==> config.mk <==
export PLATFORM = sky130hd
export DESIGN_NAME = dsipr_regs
export DESIGN_NICKNAME = d
export VERILOG_FILES = /design/src/hdl/dsipr_pkg.sv /design/src/hdl/dsipr_regs.sv
export VERILOG_INCLUDE_DIRS = /design/src /design/src/hdl
export SDC_FILE = /design/constraint.sdc
export NUM_CORES = 1
export LEC_CHECK = 0
export BUFFER_PORTS_ARGS = -buffer_cell sky130_fd_sc_hd__buf_2
export CAP_MARGIN = 20
export CORE_ASPECT_RATIO = 0.75
export CORE_UTILIZATION = 45
export CTS_BUF_LIST = sky130_fd_sc_hd__clkbuf_4
export DETAILED_ROUTE_END_ITERATION = 10
export GPL_TIMING_DRIVEN = 0
export PLACE_DENSITY = 0.63
export SETUP_SLACK_MARGIN = 0.02
export SLEW_MARGIN = 20
export SYNTH_ARGS = -nofsm -noshare
export SYNTH_HDL_FRONTEND = slang
export SYNTH_SLANG_ARGS = --single-unit
export TNS_END_PERCENT = 5
==> constraint.sdc <==
create_clock -name i_sys_clk -period 3.88 [get_ports i_sys_clk]
set_input_delay 0.194 -clock i_sys_clk [delete_from_list [all_inputs] [get_ports i_sys_clk]]
set_output_delay 0.194 -clock i_sys_clk [all_outputs]
set_load 0.02 [all_outputs]
==> src/hdl/dsipr_defs.svh <==
// register indices, field positions, command codes and reset values of the status/port register bank
`ifndef DSIPR_DEFS_SVH
`define DSIPR_DEFS_SVH

// word indices; byte address is four times the index
`define DSIPR_IDX_CHAN_MODE 5'h00
`define DSIPR_IDX_CHAN_STATUS 5'h01
`define DSIPR_IDX_CHAN_CMD 5'h02
`define DSIPR_IDX_CHAN_DATA 5'h03
`define DSIPR_CHAN_STRIDE 5'h04
`define DSIPR_IDX_OUTPUT_PIN_FUNCTION_CONFIG 5'h08
`define DSIPR_IDX_OPR 5'h09
`define DSIPR_IDX_ACR 5'h0A
`define DSIPR_IDX_INPUT_CHANGE_STATUS 5'h0B
`define DSIPR_IDX_ISR 5'h0C
`define DSIPR_IDX_IMR 5'h0D
`define DSIPR_IDX_COUNTER_PRESET_HIGH 5'h0E
`define DSIPR_IDX_COUNTER_PRESET_LOW 5'h0F
`define DSIPR_IDX_IVR 5'h10

// command register fields
`define DSIPR_CMD_RX_EN 0
`define DSIPR_CMD_RX_DIS 1
`define DSIPR_CMD_TX_EN 2
`define DSIPR_CMD_TX_DIS 3
`define DSIPR_MISC_RESET_RX 4'h2
`define DSIPR_MISC_RESET_TX 4'h3
`define DSIPR_MISC_RESET_ERR 4'h4
`define DSIPR_MISC_RESET_BRK 4'h5

// channel mode fields
`define DSIPR_MODE_BLOCK_ERR 0
`define DSIPR_MODE_RXINT_FULL 1

// pin 3 / pin 2 routing codes
`define DSIPR_OP3_PORT 2'h0
`define DSIPR_OP3_CT 2'h1
`define DSIPR_OP3_TXB1X 2'h2
`define DSIPR_OP2_PORT 2'h0
`define DSIPR_OP2_TXA16X 2'h1
`define DSIPR_OP2_TXA1X 2'h2

// reset values
`define DSIPR_RST_REG 8'h00
`define DSIPR_RST_GPOUT 8'hFF

`endif

==> src/hdl/dsipr_pkg.sv <==
// types shared by the status/port register bank
package dsipr_pkg;
    typedef logic [7:0] dsipr_byte_t;
    typedef logic [2:0] dsipr_rx_err_t;
    typedef enum logic [1:0] {
        DSIPR_BUS_IDLE = 2'b00,
        DSIPR_BUS_ACK = 2'b01
    } dsipr_bus_state_t;
endpackage

==> src/hdl/dsipr_regs.sv <==
// status, port, interrupt and counter preset register bank of a dual uart, Avalon-MM slave
//
// Behaviour
// - status 7:5 from fifo head in character mode, from error accumulator in block mode, 4:0 live
// - reset-error command clears per-character error flags
// - character mode drops flags on fifo read
// - block mode keeps errors until command/receiver reset
// - writes ignored while transmitter is disabled
// - output pin is complement of port bit
// - config bits 7:4 select port or status
// - config bits 3:2 route pin 3
// - config bits 1:0 route pin 2
// - auxiliary bit 7 selects baud rate set
// - auxiliary bits 3:0 enable input-change interrupt
// - interrupt status byte bit layout
// - mask bit enables matching status bit
// - channel status byte bit layout
// - command 0100 clears break/parity/framing/overrun
// - command 0101 clears break-change status bit
//
// Chosen here: the address map and the Avalon-MM slave port.
`timescale 1ns/1ps
`include "dsipr_defs.svh"

module dsipr_regs #(
    parameter int FIFO_DEPTH = 4
) (
    input wire logic i_sys_clk,
    input wire logic i_rst,
    input wire logic [6:0] i_avs_address,
    input wire logic i_avs_read,
    input wire logic i_avs_write,
    input wire logic [31:0] i_avs_writedata,
    input wire logic [3:0] i_avs_byteenable,
    output logic [31:0] o_avs_readdata,
    output logic o_avs_waitrequest,
    input wire logic [1:0] i_rx_push,
    input wire dsipr_pkg::dsipr_byte_t i_rx_char_a,
    input wire dsipr_pkg::dsipr_byte_t i_rx_char_b,
    input wire dsipr_pkg::dsipr_rx_err_t i_rx_err_a,
    input wire dsipr_pkg::dsipr_rx_err_t i_rx_err_b,
    input wire logic [1:0] i_tx_taken,
    input wire logic [1:0] i_tx_idle,
    input wire logic [1:0] i_break_change,
    input wire logic i_ct_ready,
    input wire logic i_ct_out,
    input wire logic i_chan_a_transmit_clock_16x,
    input wire logic [1:0] i_transmit_clock_1x,
    input wire logic [1:0] i_receive_clock_1x,
    input wire logic [3:0] i_general_input_pin,
    output logic [1:0] o_rx_enabled,
    output logic [1:0] o_tx_valid,
    output dsipr_pkg::dsipr_byte_t o_tx_data_a,
    output dsipr_pkg::dsipr_byte_t o_tx_data_b,
    output dsipr_pkg::dsipr_byte_t o_general_output_pin,
    output logic o_irq_n,
    output dsipr_pkg::dsipr_byte_t o_interrupt_vector,
    output logic o_baud_rate_set_sel,
    output logic [2:0] o_ct_mode,
    output logic [15:0] o_ct_preset
);
    import dsipr_pkg::*;

    localparam int PW = (FIFO_DEPTH > 1) ? $clog2(FIFO_DEPTH) : 1;
    localparam int CW = $clog2(FIFO_DEPTH + 1);

    typedef struct packed {
        dsipr_bus_state_t bus;
        logic waitreq;
        logic [31:0] rdata;
        logic [1:0][FIFO_DEPTH-1:0][10:0] fifo;
        logic [1:0][PW-1:0] wp;
        logic [1:0][PW-1:0] rp;
        logic [1:0][CW-1:0] cnt;
        logic [1:0][2:0] acc;
        logic [1:0] ovr;
        logic [1:0] rx_en;
        logic [1:0] tx_en;
        logic [1:0] tx_full;
        logic [1:0] brk_chg;
        logic [1:0][7:0] tx_data;
        logic [1:0][1:0] mode;
        logic [7:0] output_pin_function_config;
        logic [7:0] output_port_bits;
        logic [7:0] auxiliary_control;
        logic [7:0] interrupt_enable_mask;
        logic [7:0] ctu;
        logic [7:0] ctl;
        logic [7:0] interrupt_vector;
        logic [2:0][3:0] sync;
        logic [3:0] level;
        logic [3:0] delta;
        logic [7:0] gpout;
        logic irq_n;
    } dsipr_state_t;

    dsipr_state_t s_ff;
    dsipr_state_t nxt_s;

    logic done;
    logic wr;
    logic rd;
    logic [4:0] idx;
    logic [7:0] wd;
    logic [1:0][7:0] stat;
    logic [1:0][10:0] head;
    logic [1:0] rx_rdy;
    logic [1:0] receive_fifo_full;
    logic [1:0] tx_rdy;
    logic [1:0] rx_int;
    logic [7:0] interrupt_status;
    logic [7:0] sel;
    logic [7:0] rmux;
    logic [4:0] base;
    logic [3:0] misc;
    logic [3:0] agree;
    logic [3:0] chg;
    logic [1:0][7:0] rx_char;
    logic [1:0][2:0] rx_err;
    logic push;
    logic pop;
    logic rxrst;

    always_comb begin
        nxt_s = s_ff;
        // index 0 is channel a, index 1 channel b
        rx_char[0] = i_rx_char_a;
        rx_char[1] = i_rx_char_b;
        rx_err[0] = i_rx_err_a;
        rx_err[1] = i_rx_err_b;
        done = (s_ff.bus == DSIPR_BUS_ACK) && (i_avs_read || i_avs_write);
        wr = done && i_avs_write && i_avs_byteenable[0];
        rd = done && i_avs_read;
        idx = i_avs_address[6:2];
        wd = i_avs_writedata[7:0];
        base = 5'h00;
        misc = 4'h0;
        push = 1'b0;
        pop = 1'b0;
        rxrst = 1'b0;

        // live channel status
        for (int ch = 0; ch < 2; ch++) begin
            // head entry only means something while the fifo holds a character
            head[ch] = s_ff.fifo[ch][s_ff.rp[ch]];
            rx_rdy[ch] = (s_ff.cnt[ch] != '0);
            receive_fifo_full[ch] = (s_ff.cnt[ch] == CW'(FIFO_DEPTH));
            tx_rdy[ch] = s_ff.tx_en[ch] && !s_ff.tx_full[ch];
            rx_int[ch] = s_ff.mode[ch][`DSIPR_MODE_RXINT_FULL] ? receive_fifo_full[ch] : rx_rdy[ch];
            stat[ch][4] = s_ff.ovr[ch];
            stat[ch][3] = tx_rdy[ch] && i_tx_idle[ch];
            stat[ch][2] = tx_rdy[ch];
            stat[ch][1] = receive_fifo_full[ch];
            stat[ch][0] = rx_rdy[ch];
            if (s_ff.mode[ch][`DSIPR_MODE_BLOCK_ERR]) begin
                stat[ch][7:5] = s_ff.acc[ch];
            end else begin
                stat[ch][7:5] = rx_rdy[ch] ? head[ch][10:8] : 3'h0;
            end
        end

        interrupt_status[7] = |(s_ff.delta & s_ff.auxiliary_control[3:0]);
        interrupt_status[6] = s_ff.brk_chg[1];
        interrupt_status[5] = rx_int[1];
        interrupt_status[4] = tx_rdy[1];
        interrupt_status[3] = i_ct_ready;
        interrupt_status[2] = s_ff.brk_chg[0];
        interrupt_status[1] = rx_int[0];
        interrupt_status[0] = tx_rdy[0];

        // read multiplexer; write-only registers read as zero
        case (idx)
            `DSIPR_IDX_CHAN_MODE: rmux = {6'h00, s_ff.mode[0]};
            `DSIPR_IDX_CHAN_STATUS: rmux = stat[0];
            `DSIPR_IDX_CHAN_DATA: rmux = head[0][7:0];
            5'(`DSIPR_IDX_CHAN_MODE + `DSIPR_CHAN_STRIDE): rmux = {6'h00, s_ff.mode[1]};
            5'(`DSIPR_IDX_CHAN_STATUS + `DSIPR_CHAN_STRIDE): rmux = stat[1];
            5'(`DSIPR_IDX_CHAN_DATA + `DSIPR_CHAN_STRIDE): rmux = head[1][7:0];
            `DSIPR_IDX_OPR: rmux = s_ff.output_port_bits;
            `DSIPR_IDX_INPUT_CHANGE_STATUS: rmux = {s_ff.delta, s_ff.level};
            `DSIPR_IDX_ISR: rmux = interrupt_status;
            `DSIPR_IDX_COUNTER_PRESET_HIGH: rmux = s_ff.ctu;
            `DSIPR_IDX_COUNTER_PRESET_LOW: rmux = s_ff.ctl;
            `DSIPR_IDX_IVR: rmux = s_ff.interrupt_vector;
            default: rmux = 8'h00;
        endcase

        // one wait cycle: request seen, answer stands in the next cycle
        case (s_ff.bus)
            // read data captured at acceptance; the pop lands at completion
            DSIPR_BUS_IDLE: begin
                if (i_avs_read || i_avs_write) begin
                    nxt_s.bus = DSIPR_BUS_ACK;
                    nxt_s.waitreq = 1'b0;
                    nxt_s.rdata = {24'h000000, i_avs_read ? rmux : 8'h00};
                end
            end
            DSIPR_BUS_ACK: begin
                nxt_s.bus = DSIPR_BUS_IDLE;
                nxt_s.waitreq = 1'b1;
            end
            default: begin
                nxt_s.bus = DSIPR_BUS_IDLE;
                nxt_s.waitreq = 1'b1;
            end
        endcase

        // shared registers
        if (wr) begin
            case (idx)
                `DSIPR_IDX_OUTPUT_PIN_FUNCTION_CONFIG: nxt_s.output_pin_function_config = wd;
                `DSIPR_IDX_OPR: nxt_s.output_port_bits = wd;
                `DSIPR_IDX_ACR: nxt_s.auxiliary_control = wd;
                `DSIPR_IDX_IMR: nxt_s.interrupt_enable_mask = wd;
                `DSIPR_IDX_COUNTER_PRESET_HIGH: nxt_s.ctu = wd;
                `DSIPR_IDX_COUNTER_PRESET_LOW: nxt_s.ctl = wd;
                `DSIPR_IDX_IVR: nxt_s.interrupt_vector = wd;
                default: nxt_s.output_port_bits = s_ff.output_port_bits;
            endcase
        end

        for (int ch = 0; ch < 2; ch++) begin
            base = 5'(`DSIPR_CHAN_STRIDE * ch);
            misc = 4'h0;
            rxrst = 1'b0;
            if (wr && idx == 5'(base + `DSIPR_IDX_CHAN_MODE)) begin
                nxt_s.mode[ch] = wd[1:0];
            end
            if (wr && idx == 5'(base + `DSIPR_IDX_CHAN_CMD)) begin
                misc = wd[7:4];
                if (wd[`DSIPR_CMD_RX_EN]) begin
                    nxt_s.rx_en[ch] = 1'b1;
                end
                if (wd[`DSIPR_CMD_RX_DIS]) begin
                    nxt_s.rx_en[ch] = 1'b0;
                end
                if (wd[`DSIPR_CMD_TX_EN]) begin
                    nxt_s.tx_en[ch] = 1'b1;
                end
                if (wd[`DSIPR_CMD_TX_DIS]) begin
                    nxt_s.tx_en[ch] = 1'b0;
                end
            end
            // clears first, so that a same-cycle event below still sets its flag
            case (misc)
                `DSIPR_MISC_RESET_RX: begin
                    rxrst = 1'b1;
                    nxt_s.rx_en[ch] = 1'b0;
                    nxt_s.acc[ch] = 3'h0;
                    nxt_s.ovr[ch] = 1'b0;
                end
                `DSIPR_MISC_RESET_TX: begin
                    nxt_s.tx_en[ch] = 1'b0;
                    nxt_s.tx_full[ch] = 1'b0;
                end
                `DSIPR_MISC_RESET_ERR: begin
                    nxt_s.acc[ch] = 3'h0;
                    nxt_s.ovr[ch] = 1'b0;
                    for (int e = 0; e < FIFO_DEPTH; e++) begin
                        nxt_s.fifo[ch][e][10:8] = 3'h0;
                    end
                end
                `DSIPR_MISC_RESET_BRK: nxt_s.brk_chg[ch] = 1'b0;
                default: nxt_s.brk_chg[ch] = nxt_s.brk_chg[ch];
            endcase
            if (i_break_change[ch]) begin
                nxt_s.brk_chg[ch] = 1'b1;
            end

            // transmit holding register
            if (i_tx_taken[ch]) begin
                nxt_s.tx_full[ch] = 1'b0;
            end
            if (wr && idx == 5'(base + `DSIPR_IDX_CHAN_DATA) && tx_rdy[ch]) begin
                nxt_s.tx_data[ch] = wd;
                nxt_s.tx_full[ch] = 1'b1;
            end

            // receive fifo, errors travel with each character
            pop = rd && idx == 5'(base + `DSIPR_IDX_CHAN_DATA) && rx_rdy[ch];
            push = i_rx_push[ch] && s_ff.rx_en[ch] && !receive_fifo_full[ch] && !rxrst;
            if (i_rx_push[ch] && s_ff.rx_en[ch] && receive_fifo_full[ch] && !rxrst) begin
                nxt_s.ovr[ch] = 1'b1;
            end
            if (push) begin
                nxt_s.fifo[ch][s_ff.wp[ch]] = {rx_err[ch], rx_char[ch]};
                nxt_s.wp[ch] = PW'(s_ff.wp[ch] + 1'b1);
                nxt_s.acc[ch] = nxt_s.acc[ch] | rx_err[ch];
            end
            if (pop) begin
                nxt_s.rp[ch] = PW'(s_ff.rp[ch] + 1'b1);
            end
            if (push && !pop) begin
                nxt_s.cnt[ch] = CW'(s_ff.cnt[ch] + 1'b1);
            end else if (pop && !push) begin
                nxt_s.cnt[ch] = CW'(s_ff.cnt[ch] - 1'b1);
            end
            // receiver reset flushes, and the flush outranks a pending read
            if (rxrst) begin
                nxt_s.wp[ch] = '0;
                nxt_s.rp[ch] = '0;
                nxt_s.cnt[ch] = '0;
            end
        end

        // input change detect: a level counts once the second and third stages agree
        nxt_s.sync = {s_ff.sync[1], s_ff.sync[0], i_general_input_pin};
        agree = ~(s_ff.sync[1] ^ s_ff.sync[2]);
        chg = agree & (s_ff.sync[2] ^ s_ff.level);
        nxt_s.level = (agree & s_ff.sync[2]) | (~agree & s_ff.level);
        if (rd && idx == `DSIPR_IDX_INPUT_CHANGE_STATUS) begin
            nxt_s.delta = 4'h0;
        end
        nxt_s.delta = nxt_s.delta | chg;

        // output pin selection
        sel[7] = s_ff.output_pin_function_config[7] ? tx_rdy[1] : s_ff.output_port_bits[7];
        sel[6] = s_ff.output_pin_function_config[6] ? tx_rdy[0] : s_ff.output_port_bits[6];
        sel[5] = s_ff.output_pin_function_config[5] ? rx_int[1] : s_ff.output_port_bits[5];
        sel[4] = s_ff.output_pin_function_config[4] ? rx_int[0] : s_ff.output_port_bits[4];
        case (s_ff.output_pin_function_config[3:2])
            `DSIPR_OP3_PORT: sel[3] = s_ff.output_port_bits[3];
            `DSIPR_OP3_CT: sel[3] = i_ct_out;
            `DSIPR_OP3_TXB1X: sel[3] = i_transmit_clock_1x[1];
            default: sel[3] = i_receive_clock_1x[1];
        endcase
        case (s_ff.output_pin_function_config[1:0])
            `DSIPR_OP2_PORT: sel[2] = s_ff.output_port_bits[2];
            `DSIPR_OP2_TXA16X: sel[2] = i_chan_a_transmit_clock_16x;
            `DSIPR_OP2_TXA1X: sel[2] = i_transmit_clock_1x[0];
            default: sel[2] = i_receive_clock_1x[0];
        endcase
        sel[1] = s_ff.output_port_bits[1];
        sel[0] = s_ff.output_port_bits[0];
        // registered pins, so a routed clock shows up one cycle late
        nxt_s.gpout = ~sel;

        // level interrupt, low for as long as an enabled source holds
        nxt_s.irq_n = ~|(interrupt_status & s_ff.interrupt_enable_mask);

        // reset last, so it outranks every update above
        if (i_rst) begin
            nxt_s = '0;
            nxt_s.bus = DSIPR_BUS_IDLE;
            nxt_s.waitreq = 1'b1;
            nxt_s.irq_n = 1'b1;
            nxt_s.gpout = `DSIPR_RST_GPOUT;
            nxt_s.output_port_bits = `DSIPR_RST_REG;
        end
    end

    always_ff @(posedge i_sys_clk) begin
        s_ff <= nxt_s;
    end

    // every output is a field of the state register
    assign o_avs_readdata = s_ff.rdata;
    assign o_avs_waitrequest = s_ff.waitreq;
    assign o_rx_enabled = s_ff.rx_en;
    assign o_tx_valid = s_ff.tx_full;
    assign o_tx_data_a = s_ff.tx_data[0];
    assign o_tx_data_b = s_ff.tx_data[1];
    assign o_general_output_pin = s_ff.gpout;
    assign o_irq_n = s_ff.irq_n;
    assign o_interrupt_vector = s_ff.interrupt_vector;
    assign o_baud_rate_set_sel = s_ff.auxiliary_control[7];
    assign o_ct_mode = s_ff.auxiliary_control[6:4];
    assign o_ct_preset = {s_ff.ctu, s_ff.ctl};
endmodule
After elaboration in Yosys (flattened, before gate mapping)
Cells that the tools add are included.
- bits in registers: 233
- input bits: 88
- output and inout port bits: 90
- word-level logic and storage cells: 267
- add/sub/neg operators: 8
- $lt $le $gt $ge: 6
- eq/ne operators: 30
- multiplexer cells: 65
- bitwise gates (word level): 15
- reductions and logical operators: 88
- operators with widths (kind ; count):
    8-bit one-hot mux with 12 select lines ; 1
    44-bit bitwise mux ; 2
    44-bit two-way mux ; 2
    3-bit two-way mux ; 20
    11-bit binary-select mux with 2-bit select ; 2
    11-bit demux with 2-bit select ; 2
    11-bit two-way mux ; 4
    5-bit by 4-bit == test with 1-bit output, second input constant ; 8
    1-bit logical AND ; 37
    1-bit two-way mux ; 26
    2-bit AND reduction ; 12
    5-bit by 3-bit == test with 1-bit output, second input constant ; 4
    2-bit OR reduction ; 9
    4-bit AND ; 4
    4-bit by 2-bit == test with 1-bit output, second input constant ; 4
    4-bit by 3-bit == test with 1-bit output, second input constant ; 4
    2-bit nonzero test ; 8
    2-bit by 3-bit < comparator with 1-bit output, second input constant ; 4
    4-bit two-way mux ; 3
    3-bit nonzero test ; 4
    1-bit logical NOT ; 11
    5-bit by 2-bit == test with 1-bit output, second input constant ; 2
    2-bit by 1-bit adder with 2-bit output, second input constant ; 4
    8-bit AND ; 1
    other kinds (21) ; 34

Depth between registers and ports, before layout
- depth after elaboration: 14
- gate-level depth with buffers: 14
- mapped depth without buffers: 10

Least setup slack after synthesis
No wires, ideal clock.
- kind: register to register
- start point: register s_ff[121] (netlist bit)
- end point: register s_ff[123] (netlist bit)
- library setup time: 0.126 ns
- data arrival time: 2.573 ns
- setup slack: 1.181 ns
- stages on the path, launching flop included: 15
- buffers on the path: 4
- period minus slack after synthesis: 2.699 ns
- path through: dfxtp_1 or3b_2 clkbuf_1 nor2b_1 clkbuf_1 and2_1 buf_2 buf_2 ha_1 inv_1 fa_1 xor2_1 nor2_1 xnor2_1 nor2_1
- word-level cells in the longest chain between the ends: 7
- elaborated cells between the ends (all ways): 15
- ends and longest elaborated chain (element ; RTL line ; source):
    from (decl) ; dsipr_regs.sv:97 ; dsipr_state_t s_ff;
    from (signal assigned) ; dsipr_regs.sv:353 ; s_ff <= nxt_s;
    branches (longest 7 deep; another with 3-bit by 1-bit subtractor with 3-bit output) ; - ;
Several ways; the timed one is not identified. The select of a mux whose other input is x is not followed.
A chain may end at the register's enable or synchronous reset.

Final worst setup path
Ends and elaborated chain as after synthesis.

==> metrics.md <==
| Metric | Value |
|---|---|
| Status | `complete, no violations` |
| Post-synthesis adder-cell area fraction | `0.01543` |
| EDFF count, synth | `0` |
| Area added between synthesis and finish | `21.26%` |
| Req. time, crit path | `4.46 ns` |
| Nets | `1,585` |
| FF/Latch Area | `0.004664 mm^2` |
| Worst Setup End Kind | `flop` |
| Synth Area in Simple Gates | `0.2089` |
| Fin. Hold Viols | `0` |
| Synth Area per Inst | `8.722 um^2` |
| Hold_sp | `i_avs_writedata[7]` |
| Final Skew | `0.04366 ns` |
| Filler instances | `2,236` |
| Post-synthesis mux area share | `0.1085` |
| Hold Path Cell Cnt | `5` |
| Largest net degree at the start of global routing | `15` |
| Actual slew at the worst max-slew pin | `1.018 ns` |
| WL final | `35,600 um` |
| Most frequent cells in the layout | `dfxtp_1 (233), nand2_1 (181), buf_2 (143)` |
| I/O pins | `178` |
| Residual DRC count | `0` |
| Global-route wire length before repair | `53,660 um` |
| Routed Antenna Nets | `0` |
| Cells after Synth | `1,227` |
| PD cells | `361.2 mW/mm^2` |
| Multi-input logic area | `0.005096 mm^2` |
| Most common cell after layout, fill and taps aside | `dfxtp_1` |
| Initial core utilization | `0.4616` |
| Antenna violations before repair | `1` |
| Setup crit start kind | `flop` |
| Core ar. | `0.02318 mm^2` |
| Die height | `135.6 um` |
| RSZ-0062 raised after global routing | `false` |
| RR Startpoint | `s_ff[121]` |
| CTS tree | `done` |
| Worst-path fanout max | `10` |
| Layout cells sized above 1 | `0.2363` |
| Tmin final | `3.371 ns` |
| Max_slew headroom | `0.3163` |
| Crit Path Category | `flop to flop` |
| Vias post-DR | `9,862` |
| Reg2reg setup slack | `0.51 ns` |
| WHS Endpoint | `interrupt_status[6]` |
| XOR/XNOR Fraction of Synth Area | `0.01064` |
| Compound-Gate Fraction of Synth Area | `0.1238` |
| Syn Std Cell Area | `0.01070 mm^2` |
| WL/cell | `19.60 um` |
| Port-buffer cells | `122` |
| Final setup TNS | `0 ns` |
| Die Width | `180.1 um` |
| Top cell type's share of synthesized area | `0.4359` |
| Post-DP HPWL | `25,700 um` |
| CTS Buf Count | `58` |
| Clock tree buffer depth | `3` |
| Largest family of logic cells by synthesized area | `simple AND/OR/NAND/NOR gates` |
| Max_cap viols | `0` |
| Peak Freq | `296.7 MHz` |
| DR vias/cell | `5.431` |
| Post-cts sizing count | `0` |
| Async S/R FF share, synth | `0` |
| Register-to-Register Path Depth | `14` |
| Post-route clock period utilization | `0.8687` |
| DRT iter0 DRCs | `852` |
| Reg clk slew, reported paths | `0.06 ns` |
| Die area | `0.02441 mm^2` |
| RR Endpoint | `s_ff[123]` |
| Leading area contributor after synthesis | `dfxtp_1` |
| Synth unique cells | `62` |
| Seq/Total Area, Yosys | `0.4359` |
| Synth warnings | `0` |
| Number of detailed-route iterations in the first pass | `5` |
| Root Buffer | `clkbuf_4` |
| Power Total | `4.688 mW` |
| Worst EP arrival | `3.95 ns` |
| Sink Count | `233` |
| # setup viols final | `0` |
| Leak | `5.095 nW` |
| Clk_lat worst skew | `0.72 ns` |
| FP Rows | `48` |
| Final Max Tran Viols | `0` |
| Final Wtd Congestion | `0.9849` |
| #FFs+latches synth | `233` |
| Grt total ovfl | `0` |
| Vias in the first global route | `9,302` |
| Hold crit path type | `input port to flop` |
| Synth area leaders | `dfxtp_1 (44%), nand2_1 (6.3%), buf_4 (6.2%)` |
| Most used flip-flop cell after synthesis | `dfxtp_1` |
| Worst IR drop on VDD | `0.0002290 V` |
| Htree depth | `2` |
| Tot GR Track Use | `0.2926` |
==> worst max path at each step <==
stage / from / end / slack [ns] / cells after the start
detailed placement: s_ff[121] / s_ff[123] / 0.57 / 14
global route: s_ff[121] / s_ff[123] / 0.24 / 14
global placement: s_ff[121] / s_ff[123] / 0.56 / 14
CTS: s_ff[121] / s_ff[123] / 0.54 / 14
floorplan: s_ff[121] / s_ff[123] / 1.18 / 14
finish: s_ff[121] / s_ff[123] / 0.51 / 14
==> logic make-up after synthesis <==
group	Yosys count
muxes	86
and+or+nand+nor	482
AOI/OAI and AO/OA	222
other	1
buffers and inverters	178
adders and majority gates	12
DFF	233
xor gates and xnor gates	13
==> report_power, final <==
group | leakage (nW) | switching (mW) | internal, mW
combinational | 2.81 | 0.196 | 0.107
sequential | 1.88 | 0.00731 | 2.40
clock | 0.408 | 0.978 | 0.998
total | 5.10 | 1.18 | 3.51
==> through the flow <==
step	std cells	instance area (um^2)	setup WS, ns	utilization	hold slack, ns
global route	1816	12980	0.2437	0.5597	0.05773
finish	1816	12980	0.5093	0.5597	0.05470
floorplan	1250	10790	1.181	-	0.3222
detailed placement	1672	11770	0.5746	0.5079	0.4102
global placement	1672	11770	0.5591	0.5079	0.4038
CTS	1815	12970	0.5422	0.5594	0.004231
==> critical path: stages (launching register included) <==
cell and delay (ns):
dfxtp_1 0.43, or3b_2 0.16, clkbuf_1 0.37, nor2b_1 0.19, clkbuf_1 0.28, and2_1 0.17
buf_2 0.22, buf_2 0.27, ha_1 0.24, inv_1 0.07, fa_1 0.37, xor2_1 0.17
nor2_1 0.12, xnor2_1 0.13, nor2_1 0.05
==> metal layers <==
metal  routed length (um)  global-route usage  part of all wire
met5                    0                   0                 0
met4                  738             0.09449             0.021
met3                 3682             0.08952              0.10
met2                14680              0.4163              0.41
met1                16500              0.4193              0.46
==> synthesized netlist by cell type, types with 5 or more instances <==
cell type / n
buf_2: 21
a32oi_1: 5
nor3_1: 13
a21oi_1: 128
xor2_1: 8
nor2b_1: 25
nand2b_1: 13
o21ai_0: 26
a22oi_1: 21
mux4_2: 24
inv_1: 11
nand3_1: 91
xnor2_1: 5
a211oi_1: 8
buf_1: 7
buf_4: 88
ha_1: 10
clkbuf_1: 50
nand2_1: 181
mux2i_1: 62
nor2_1: 106
a21o_1: 5
dfxtp_1: 233
and3_1: 14
==> final cells by class <==
type	count	area share
multi-input cells	839	0.3927
clock buffers	87	0.05033
plain buffers	167	0.07637
repair buffers	175	0.08794
inverters	11	0.003182
clock inverters	3	0.0008678
diodes	1	0.0001928
flip-flops and latches	233	0.3595
well taps	300	0.02893
==> timing repair <==
item                      CTS  global route
buffers inserted            0             0
hold buffers               53             0
hold endpoints to repair  121             0
Note: power is estimated with default switching activity, not from simulation.
